<file path="config.mk">
export PLATFORM = sky130hd
export DESIGN_NAME = bio_regs
export DESIGN_NICKNAME = d
export VERILOG_FILES = /design/src/rtl/bio_pkg.sv /design/src/rtl/bio_cfg_store.sv /design/src/rtl/bio_irq_ctrl.sv /design/src/rtl/bio_regs.sv
export SDC_FILE = /design/constraint.sdc
export NUM_CORES = 1
export LEC_CHECK = 0
export ABC_CLOCK_PERIOD_IN_PS = 1800
export BUFFER_PORTS_ARGS = -buffer_cell sky130_fd_sc_hd__buf_4
export CAP_MARGIN = 5
export CELL_PAD_IN_SITES_DETAIL_PLACEMENT = 1
export CELL_PAD_IN_SITES_GLOBAL_PLACEMENT = 1
export CORE_MARGIN = 2
export CORE_UTILIZATION = 25
export CTS_BUF_LIST = sky130_fd_sc_hd__clkbuf_4 sky130_fd_sc_hd__clkbuf_8
export DETAILED_ROUTE_END_ITERATION = 7
export GPL_TIMING_DRIVEN = 1
export PLACE_DENSITY = 0.58
export SLEW_MARGIN = 5
export SYNTH_ARGS = -nofsm -noshare
export SYNTH_HDL_FRONTEND = slang
export SYNTH_SLANG_ARGS = --single-unit
</file>
<file path="constraint.sdc">
create_clock -name clk_sys -period 1.8 [get_ports clk_sys]
set_input_delay 0 -clock clk_sys [delete_from_list [all_inputs] [get_ports clk_sys]]
set_output_delay 0 -clock clk_sys [all_outputs]
set_load 0.1 [all_outputs]
</file>
<file path="src/rtl/bio_pkg.sv">
/*
 * Package for the board I/O status and configuration register bank:
 * register offsets, field positions, reset values and carrier structs.
 * Assumes an 8-bit register port with a 12-bit I/O address.
 */
package bio_pkg;

	// ------------------------------------------------------------
	// widths
	// ------------------------------------------------------------
	localparam int ADDR_W = 12;
	localparam int DATA_W = 8;
	localparam int EVT_N  = 3;

	// ------------------------------------------------------------
	// register offsets
	// ------------------------------------------------------------
	localparam logic [11:0] OFF_IO_STATUS  = 12'h286;
	localparam logic [11:0] OFF_ONBOARD_CFG = 12'h287;
	localparam logic [11:0] OFF_BOARD_IDENTITY   = 12'h288;
	localparam logic [11:0] OFF_IRQ_STATUS = 12'h290;
	localparam logic [11:0] OFF_IRQ_MASK   = 12'h291;

	// ------------------------------------------------------------
	// input/output status fields
	// ------------------------------------------------------------
	localparam int STS_DERATE_POS = 0;
	localparam int STS_FAIL_POS   = 1;
	localparam int STS_ENUM_POS   = 2;
	localparam int STS_SLOT_POS   = 3;
	localparam int STS_HUB_LSB    = 4;
	localparam int STS_HUB_MSB    = 5;
	localparam logic [1:0] HUB_CODE_FIRST  = 2'h0;
	localparam logic [1:0] HUB_CODE_SECOND = 2'h1;

	// ------------------------------------------------------------
	// onboard configuration fields
	// ------------------------------------------------------------
	localparam int CFG_LED_MODE_POS   = 0;
	localparam int CFG_LOC_PROTO_POS  = 1;
	localparam int CFG_LOC_SPEED_POS  = 2;
	localparam int CFG_BP_PROTO_POS   = 3;
	localparam int CFG_BP_SPEED_POS   = 4;
	localparam int CFG_HUB_SEL_POS    = 5;
	localparam int CFG_BOOT_PROGRESS_LED_DISABLE_DIS_POS   = 6;
	localparam logic [7:0] CFG_WR_MASK = 8'h61;

	// ------------------------------------------------------------
	// interrupt event bits
	// ------------------------------------------------------------
	localparam int EVT_DERATE_POS = 0;
	localparam int EVT_FAIL_POS   = 1;
	localparam int EVT_ENUM_POS   = 2;

	// ------------------------------------------------------------
	// reset values
	// ------------------------------------------------------------
	localparam logic [7:0] RST_IO_STATUS = 8'h00;
	localparam logic [7:0] RST_CFG       = 8'h00;
	localparam logic [7:0] RST_RD_DATA   = 8'h00;
	localparam logic [2:0] RST_IRQ_BITS  = 3'h0;
	localparam logic [7:0] RD_UNMAPPED   = 8'h00;

	// ------------------------------------------------------------
	// carriers
	// ------------------------------------------------------------
	typedef struct packed {
		logic [1:0] booted_hub_code;
		logic       slot_type_flag;
		logic       hot_insert_event_flag;
		logic       supply_failure_flag;
		logic       supply_derating_flag;
	} bio_status_in_t;

	typedef struct packed {
		logic backplane_speed_flag;
		logic backplane_protocol_flag;
		logic local_speed_flag;
		logic local_protocol_flag;
	} bio_strap_in_t;

	typedef struct packed {
		logic boot_progress_led_disable;
		logic hub_select;
		logic general_led_mode;
	} bio_cfg_out_t;

	function automatic logic bio_hit(input logic [11:0] addr,
		input logic [11:0] off);
		return addr == off;
	endfunction : bio_hit

endpackage : bio_pkg

</file>
<file path="src/rtl/bio_cfg_store.sv">
/*
 * Writable bits of the onboard configuration register.
 * Assumes a one-cycle write enable already decoded to this register.
 */
`timescale 1ns/1ps
module bio_cfg_store (
	input  wire logic               clk_sys,
	input  wire logic               srst,
	input  wire logic               ce,
	input  wire logic               wr_en,
	input  wire logic [7:0]         wr_data,
	output bio_pkg::bio_cfg_out_t   cfg
);

	typedef struct packed {
		bio_pkg::bio_cfg_out_t cfg;
	} bio_cfg_state_t;

	bio_cfg_state_t state_reg;
	bio_cfg_state_t state_next;

	// only the writable positions are taken; the rest drop silently
	always_comb begin
		state_next = state_reg;
		if (wr_en) begin
			state_next.cfg.boot_progress_led_disable =
				wr_data[bio_pkg::CFG_BOOT_PROGRESS_LED_DISABLE_DIS_POS];
			state_next.cfg.hub_select =
				wr_data[bio_pkg::CFG_HUB_SEL_POS];
			state_next.cfg.general_led_mode =
				wr_data[bio_pkg::CFG_LED_MODE_POS];
		end
	end

	always_ff @(posedge clk_sys) begin
		if (srst) begin
			state_reg <= '0;
		end else if (ce) begin
			state_reg <= state_next;
		end
	end

	assign cfg = state_reg.cfg;

endmodule : bio_cfg_store

</file>
<file path="src/rtl/bio_irq_ctrl.sv">
/*
 * Sticky event flags, mask and level interrupt for the register bank.
 * Assumes event levels arrive registered and a read-clear strobe
 * that is one cycle long.
 */
`timescale 1ns/1ps
module bio_irq_ctrl #(
	parameter int N = 3
) (
	input  wire logic         clk_sys,
	input  wire logic         srst,
	input  wire logic         ce,
	input  wire logic [N-1:0] evt_lvl,
	input  wire logic         sts_rd_clr,
	input  wire logic         mask_wr,
	input  wire logic [N-1:0] mask_data,
	output logic [N-1:0]      sts,
	output logic [N-1:0]      mask,
	output logic              irq
);

	typedef struct packed {
		logic [N-1:0] prev;
		logic [N-1:0] sts;
		logic [N-1:0] mask;
		logic         irq;
	} bio_irq_state_t;

	bio_irq_state_t state_reg;
	bio_irq_state_t state_next;
	logic [N-1:0]   rise;

	genvar g;
	generate
		for (g = 0; g < N; g++) begin : g_edge
			assign rise[g] = evt_lvl[g] & ~state_reg.prev[g];
		end
	endgenerate

	// a new event in the clearing cycle survives the clear
	always_comb begin
		state_next      = state_reg;
		state_next.prev = evt_lvl;
		state_next.sts  = (sts_rd_clr ? '0 : state_reg.sts) | rise;
		if (mask_wr) begin
			state_next.mask = mask_data;
		end
		state_next.irq = |(state_next.sts & state_next.mask);
	end

	always_ff @(posedge clk_sys) begin
		if (srst) begin
			state_reg <= '0;
		end else if (ce) begin
			state_reg <= state_next;
		end
	end

	assign sts  = state_reg.sts;
	assign mask = state_reg.mask;
	assign irq  = state_reg.irq;

endmodule : bio_irq_ctrl

</file>
<file path="src/rtl/bio_regs.sv">
/*
 * Board I/O register bank: input/output status, onboard configuration,
 * board identity, plus event status and mask behind one interrupt.
 * Assumes board lines and straps are synchronous to clk_sys and a
 * plain register port whose read data appears one cycle after the
 * read strobe.
 */
`timescale 1ns/1ps

// Summary of operation
// - two-bit code reports which hub booted
// - bit 3 tells system from peripheral slot
// - bit 1 shows power supply fail line
// - config bit 4 shows backplane speed strap
// - eight-bit read-only board identity register
// - identity is fixed per board type
module bio_regs #(
	// arbitrary neutral identity value, not tied to any board
	parameter logic [7:0] BOARD_IDENTITY_CODE = 8'h5C
) (
	input  wire logic                    clk_sys,
	input  wire logic                    srst,
	input  wire logic                    ce,
	input  wire logic [11:0]             addr,
	input  wire logic [7:0]              wr_data,
	input  wire logic                    wr_stb,
	input  wire logic                    rd_stb,
	output logic [7:0]                   rd_data,
	input  wire bio_pkg::bio_status_in_t status_in,
	input  wire bio_pkg::bio_strap_in_t  strap_in,
	output bio_pkg::bio_cfg_out_t        cfg_out,
	output logic                         irq
);

	// ------------------------------------------------------------
	// state
	// ------------------------------------------------------------
	typedef struct packed {
		logic [7:0]             io_status;
		bio_pkg::bio_strap_in_t strap;
		logic [7:0]             rd_data;
	} bio_regs_state_t;

	bio_regs_state_t state_reg;
	bio_regs_state_t state_next;

	// ------------------------------------------------------------
	// address decode
	// ------------------------------------------------------------
	logic hit_status;
	logic hit_cfg;
	logic hit_id;
	logic hit_irq_sts;
	logic hit_irq_mask;
	logic cfg_wr;
	logic mask_wr;
	logic irq_sts_rd;

	assign hit_status   = bio_pkg::bio_hit(addr, bio_pkg::OFF_IO_STATUS);
	assign hit_cfg      = bio_pkg::bio_hit(addr,
		bio_pkg::OFF_ONBOARD_CFG);
	assign hit_id       = bio_pkg::bio_hit(addr, bio_pkg::OFF_BOARD_IDENTITY);
	assign hit_irq_sts  = bio_pkg::bio_hit(addr, bio_pkg::OFF_IRQ_STATUS);
	assign hit_irq_mask = bio_pkg::bio_hit(addr, bio_pkg::OFF_IRQ_MASK);

	// writes to read-only and unmapped offsets have no effect
	assign cfg_wr     = wr_stb & hit_cfg;
	assign mask_wr    = wr_stb & hit_irq_mask;
	assign irq_sts_rd = rd_stb & hit_irq_sts;

	// ------------------------------------------------------------
	// configuration storage
	// ------------------------------------------------------------
	bio_pkg::bio_cfg_out_t cfg_q;

	bio_cfg_store u_cfg (
		.clk_sys (clk_sys),
		.srst    (srst),
		.ce      (ce),
		.wr_en   (cfg_wr),
		.wr_data (wr_data),
		.cfg     (cfg_q)
	);

	// ------------------------------------------------------------
	// event flags and interrupt
	// ------------------------------------------------------------
	logic [bio_pkg::EVT_N-1:0] evt_lvl;
	logic [bio_pkg::EVT_N-1:0] irq_sts;
	logic [bio_pkg::EVT_N-1:0] irq_mask;

	// events follow the registered snapshot so they match what reads see
	assign evt_lvl[bio_pkg::EVT_DERATE_POS] =
		state_reg.io_status[bio_pkg::STS_DERATE_POS];
	assign evt_lvl[bio_pkg::EVT_FAIL_POS] =
		state_reg.io_status[bio_pkg::STS_FAIL_POS];
	assign evt_lvl[bio_pkg::EVT_ENUM_POS] =
		state_reg.io_status[bio_pkg::STS_ENUM_POS];

	bio_irq_ctrl #(
		.N (bio_pkg::EVT_N)
	) u_irq (
		.clk_sys    (clk_sys),
		.srst       (srst),
		.ce         (ce),
		.evt_lvl    (evt_lvl),
		.sts_rd_clr (irq_sts_rd),
		.mask_wr    (mask_wr),
		.mask_data  (wr_data[bio_pkg::EVT_N-1:0]),
		.sts        (irq_sts),
		.mask       (irq_mask),
		.irq        (irq)
	);

	// ------------------------------------------------------------
	// status snapshot
	// ------------------------------------------------------------
	logic [7:0] status_word;

	always_comb begin
		status_word = bio_pkg::RST_IO_STATUS;
		status_word[bio_pkg::STS_HUB_MSB:bio_pkg::STS_HUB_LSB] =
			status_in.booted_hub_code;
		status_word[bio_pkg::STS_SLOT_POS] =
			status_in.slot_type_flag;
		status_word[bio_pkg::STS_ENUM_POS] =
			status_in.hot_insert_event_flag;
		status_word[bio_pkg::STS_FAIL_POS] =
			status_in.supply_failure_flag;
		status_word[bio_pkg::STS_DERATE_POS] =
			status_in.supply_derating_flag;
	end

	// ------------------------------------------------------------
	// configuration read view
	// ------------------------------------------------------------
	logic [7:0] cfg_word;

	always_comb begin
		cfg_word = bio_pkg::RST_CFG;
		cfg_word[bio_pkg::CFG_BOOT_PROGRESS_LED_DISABLE_DIS_POS] =
			cfg_q.boot_progress_led_disable;
		cfg_word[bio_pkg::CFG_HUB_SEL_POS] = cfg_q.hub_select;
		cfg_word[bio_pkg::CFG_BP_SPEED_POS] =
			state_reg.strap.backplane_speed_flag;
		cfg_word[bio_pkg::CFG_BP_PROTO_POS] =
			state_reg.strap.backplane_protocol_flag;
		cfg_word[bio_pkg::CFG_LOC_SPEED_POS] =
			state_reg.strap.local_speed_flag;
		cfg_word[bio_pkg::CFG_LOC_PROTO_POS] =
			state_reg.strap.local_protocol_flag;
		cfg_word[bio_pkg::CFG_LED_MODE_POS] = cfg_q.general_led_mode;
	end

	// ------------------------------------------------------------
	// read mux
	// ------------------------------------------------------------
	logic [7:0] rd_mux;

	// unused high bits of the narrow event registers read as zero
	always_comb begin
		rd_mux = bio_pkg::RD_UNMAPPED;
		if (hit_status) begin
			rd_mux = state_reg.io_status;
		end else if (hit_cfg) begin
			rd_mux = cfg_word;
		end else if (hit_id) begin
			rd_mux = BOARD_IDENTITY_CODE;
		end else if (hit_irq_sts) begin
			rd_mux[bio_pkg::EVT_N-1:0] = irq_sts;
		end else if (hit_irq_mask) begin
			rd_mux[bio_pkg::EVT_N-1:0] = irq_mask;
		end
	end

	// ------------------------------------------------------------
	// next state
	// ------------------------------------------------------------
	// read data stands one cycle for each cycle of read strobe, then returns to zero
	always_comb begin
		state_next           = state_reg;
		state_next.io_status = status_word;
		state_next.strap     = strap_in;
		state_next.rd_data   = rd_stb ? rd_mux : bio_pkg::RST_RD_DATA;
	end

	always_ff @(posedge clk_sys) begin
		if (srst) begin
			state_reg.io_status <= bio_pkg::RST_IO_STATUS;
			state_reg.strap     <= '0;
			state_reg.rd_data   <= bio_pkg::RST_RD_DATA;
		end else if (ce) begin
			state_reg <= state_next;
		end
	end

	// ------------------------------------------------------------
	// outputs
	// ------------------------------------------------------------
	assign rd_data = state_reg.rd_data;
	assign cfg_out = cfg_q;

endmodule : bio_regs

</file>
# == Word level (Yosys, flattened, before mapping) ==
# Index checks and enable logic that the tools add are counted.
# W data, S select, Z words.
# op_classes
n_eq_ne,5
muxes,9
n_bitwise,11
n_reduce_logical,2
# ops
cell,n
$eq A12 B10 Y1 const B,5
$mux W3,5
$mux W7,2
$mux W8,1
$and A1 B1 Y1,6
$mux W4,1
$and A3 B3 Y3,1
$not A1 Y1,3
$or A3 B3 Y3,1
$reduce_or A3 Y1,1
$reduce_and A2 Y1,1
# word_totals
regBits,31
input_bits,35
output_inout_bits,12
word_cells,40

# == Logic depth before layout (Yosys ltp) ==
# depth
ltp_word,7
ltp_mapped,6
mapped_depth_nobuf,5

# == By module ==
# From an unflattened synthesis, not the netlist that was laid out.
# hier_totals
cells_unflattened,177
hier_area_um2,1584.0
# modules_own_cells
mod,instances,cells_each,area_each_um2,seq_area_each_um2
bio_regs,1,107,949.7,340.3
bio_irq_ctrl,1,58,514.2,200.2
bio_cfg_store,1,12,120.1,60.1

# == Worst setup path after synthesis ==
# Ideal clock, no wire load.
# synth_timing
path_kind,reg2reg
start,register u_irq.irq (netlist name)
end,register u_irq.state_reg (netlist bit u_irq.irq)
setup_time_ns,0.058
arrival_time_ns,1.423
required_time_ns,1.742
path_slack_ns,0.319
stages_incl_launch_ff,4
path_buffers,0
period_less_slack_ns,1.481
path_cell_list,dfxtp_1 o21bai_1 a211oi_1 a211o_1
# synth_rtl
element,line,rtl
end signal: assignment,bio_irq_ctrl.sv:55,state_reg <= state_next;
end: declaration,bio_irq_ctrl.sv:29,bio_irq_state_t state_reg;

# == Worst setup path after layout ==
# layout_timing
start,input port addr[8]
end,register u_irq.state_reg (netlist bit u_irq.irq)
# layout_between
elab_chain_len,6
word_cells_on_any_way,9
classes_between,eq/ne: 2; mux: 2; bitwise: 4; reduce/logical: 1
# layout_rtl
element,line,rtl
start: declaration,bio_regs.sv:24,"input wire logic [11:0] addr,"
$eq A12 B10 Y1,bio_pkg.sv:90,return addr == off;
$and A1 B1 Y1,bio_regs.sv:69,assign irq_sts_rd = rd_stb & hit_irq_sts;
$mux W3,bio_irq_ctrl.sv:44,state_next.sts = (sts_rd_clr ? '0 : state_reg.sts) | rise;
$or A3 B3 Y3,bio_irq_ctrl.sv:44,
$and A3 B3 Y3 *,bio_irq_ctrl.sv:48,state_next.irq = |(state_next.sts & state_next.mask);
$reduce_or A3 Y1 *,bio_irq_ctrl.sv:48,
# Every way passes the cells marked *; elsewhere a longest branch is shown, timed or not.
# A chain may end at the register's enable or synchronous reset.

==> impl_metrics.toml <==
[run_status]
status = "finished, final reports clean"

[logic_synthesis]
ys_seq_area_share_pct = 37.9
synth-edff-count = 0
syn_nets = 211
synth_cells = 176
yosys_warnings = 0
ys_types = 40
async_flop_share_pct = 0
syn_area_um2 = 1590
syn_area_per_cell_um2 = 9.01
synth_seq_cells = 30
synthFlopType = "dfxtp_1"

[power]
p_leak_uw = 0.000906
ir_drop_mv = 0.306
powerDensity_nw_per_um2 = 690
finalPower_uw = 1470

[critical_path]
worstPathBufferInverterCount = 1
critical_path_class = "in -> reg"
worstPathArrival_ns = 1.51
cp_slowest_cell = "nor4b_4"
crit_path_end_kind = "register"
crit_cells = 6
cpLargestDelayFamily = "simple AND/OR/NAND/NOR gates"
critPathMaxFanout = 7
r2r_start = "evt_lvl[2]"
r2r_cells = 5
r2r_slack_ns = 0.49
r2r-end = "u_irq.irq"
cp_slowest_stage_delay_ns = 0.49
crit_path_cell_trace = "buf_4 -> nor4b_4 -> nand4_1 -> mux2i_1 -> a211oi_1 -> a211o_1"
crit_path_start_kind = "input pin"
cp.required_ns = 1.97

[global_route]
grt_use_met1_pct = 16.8
grt_pass1_wl_um = 7060
antenna_found_initial = 0
grt_max_degree = 30
grt_busiest_layer = "met2"
gr-usage-met3_pct = 3.36
grt_overflow = 0
use_met2_pct = 19.6
track_usage_pct = 12.6
grt_pass1_vias = 1392

[hold_path]
min-delay-start = "rd_stb"
hold_depth = 3
hold_path.class = "in -> reg"
whs_endpoint = "rd_data[0]"

[drt]
vias = 1401
finalWirelength_um = 4170
viasPerCell = 4.62
drt_iter0_markers = 50
drt_drc_violations_left = 0
dr.pass1.iters = 4
wl_per_cell_um = 13.7
ant_nets = 0

[place]
portBuffers = 42
dpl.hpwl_um = 3060
finalWeightedCongestion = 0.717
dp_cells = 281

[sta]
maxSlewViolCount = 0
holdWs_ns = 0.0868
skew_ns = 0.00593
fmax_mhz = 746
tns_ns = 0
post-route-period-util_pct = 74.5
grt_setup_unrepaired = "false"
timing.final.hold_violations = 0
finalSetupViolCount = 0
fin_crit_ns = 1.34

[layout]
final_util_pct = 34.0
nFillCells = 743
max_flop_register = "rd_data"
largest_reg_flops = 7
multi_input_area_um2 = 832
seqCellArea_um2 = 601
areaGrowthSynthToFinish_pct = 33.9
fin_nets = 260
diodes = 0
drive_gt1_share_pct = 28.8
fin_cells = 303

[clocking]
cts_setup_buffers = 0
cts_buffer_depth = 2
cts_tree = "done"
numCtsBuffers = 5
worstSkewPairLatency_ns = 0.28
cts.sinks = 30
htree_num_levels = 2
cts_resized = 0
ctsRootBufferMaster = "clkbuf_8"
clk_pin_slew_ns = 0.07

[floorplan]
die_area_um2 = 7000
core_area_um2 = 6240
fp.dieW_um = 83.7
die_h_um = 83.7
core.rowCount = 29
start_util_pct = 25.4
pin_count = 47

[run]
cap_violations = 0
[repair_timing]
item                                   4_1_cts  5_1_grt
setup endpoints to repair                    0        0
hold buffers                                14        0
endpoints found under the hold margin       15        0
[layer usage]
metal,vias up,routed length [um]
li1,710,-
met1,657,1970
met2,32,1970
met3,2,199
met4,0,34
met5,-,0
[power breakdown]
part           internal, uW  switching, uW  total (uW)  leakage [uW]
clock                   307            258         565     0.0000472
combinational           103            102         205      0.000615
sequential              684           12.0         696      0.000244
[cell families after synthesis]
group | after synthesis | share of synthesized area (%)
simple gates | 66 | 24.1
compound gates | 32 | 12.9
flops | 30 | 37.9
mux | 24 | 15.3
buf+inv | 23 | 9.70
other cells | 1 | 0.236
[how the worst max path moves through the flow]
stage | start | slack, ns | to
floorplan | u_irq.irq | 0.32 | u_irq.irq
global placement | addr[8] | 0.18 | u_irq.irq
detailed placement | addr[8] | 0.14 | u_irq.irq
CTS | addr[8] | 0.44 | u_irq.irq
global route | addr[8] | 0.34 | u_irq.irq
finish | addr[8] | 0.46 | u_irq.irq
[tightest hold or removal path, stage by stage]
cell and delay, ns:
buf_4 0.13, o311ai_0 0.09, a211oi_1 0.09
[cell usage after synthesis (all sizes together), types with 2 or more instances]
| cell type | n | area [um^2] |
|---|---|---|
| nor2 | 29 | 109 |
| mux2i | 22 | 220 |
| nor2b | 2 | 12.5 |
| nor4 | 2 | 27.5 |
| nor4b | 3 | 56.3 |
| nand2 | 13 | 51.3 |
| a22oi | 5 | 37.5 |
| inv | 6 | 22.5 |
| nand3 | 2 | 15.0 |
| o21ai | 10 | 50.1 |
| a21oi | 7 | 35.0 |
| mux2 | 2 | 22.5 |
| dfxtp | 30 | 601 |
| nand4 | 3 | 18.8 |
| nor3 | 3 | 15.0 |
| buf | 14 | 110 |
| nand2b | 2 | 12.5 |
| clkbuf | 3 | 21.3 |
| and3b | 2 | 17.5 |
| a211oi | 3 | 22.5 |
[layout make-up]
class                           count  share of cell area [%]
Sequential cell                    30                    28.3
Clock inverter                      2                   0.589
Multi-Input combinational cell    123                    39.2
Clock buffer                        6                    3.89
Timing Repair Buffer               59                    22.5
Inverter                            6                    1.06
Tap cell                           77                    4.53
[cell usage in the layout, fill, tap and decap left out, types with 3 or more instances in the layout]
cell type	synthesis	routed
buf_4	11	45
dfxtp_1	30	30
nor2_1	29	29
mux2i_1	22	22
dlygate4sd3_1	0	14
nand2_1	12	12
o21ai_0	10	10
a21oi_1	7	7
inv_1	6	6
clkbuf_8	1	6
a22oi_1	5	5
nand4_1	3	3
a211oi_1	3	3
nor3_1	3	3
[metrics by stage]
stage | area, um^2 | setup WS [ns]
after floorplan | 1590 | 0.319
after global placement | 1890 | 0.179
after detailed placement | 1890 | 0.139
after CTS | 2120 | 0.441
after global routing | 2120 | 0.335
final | 2120 | 0.459
Note: power is estimated with default switching activity, not from simulation.
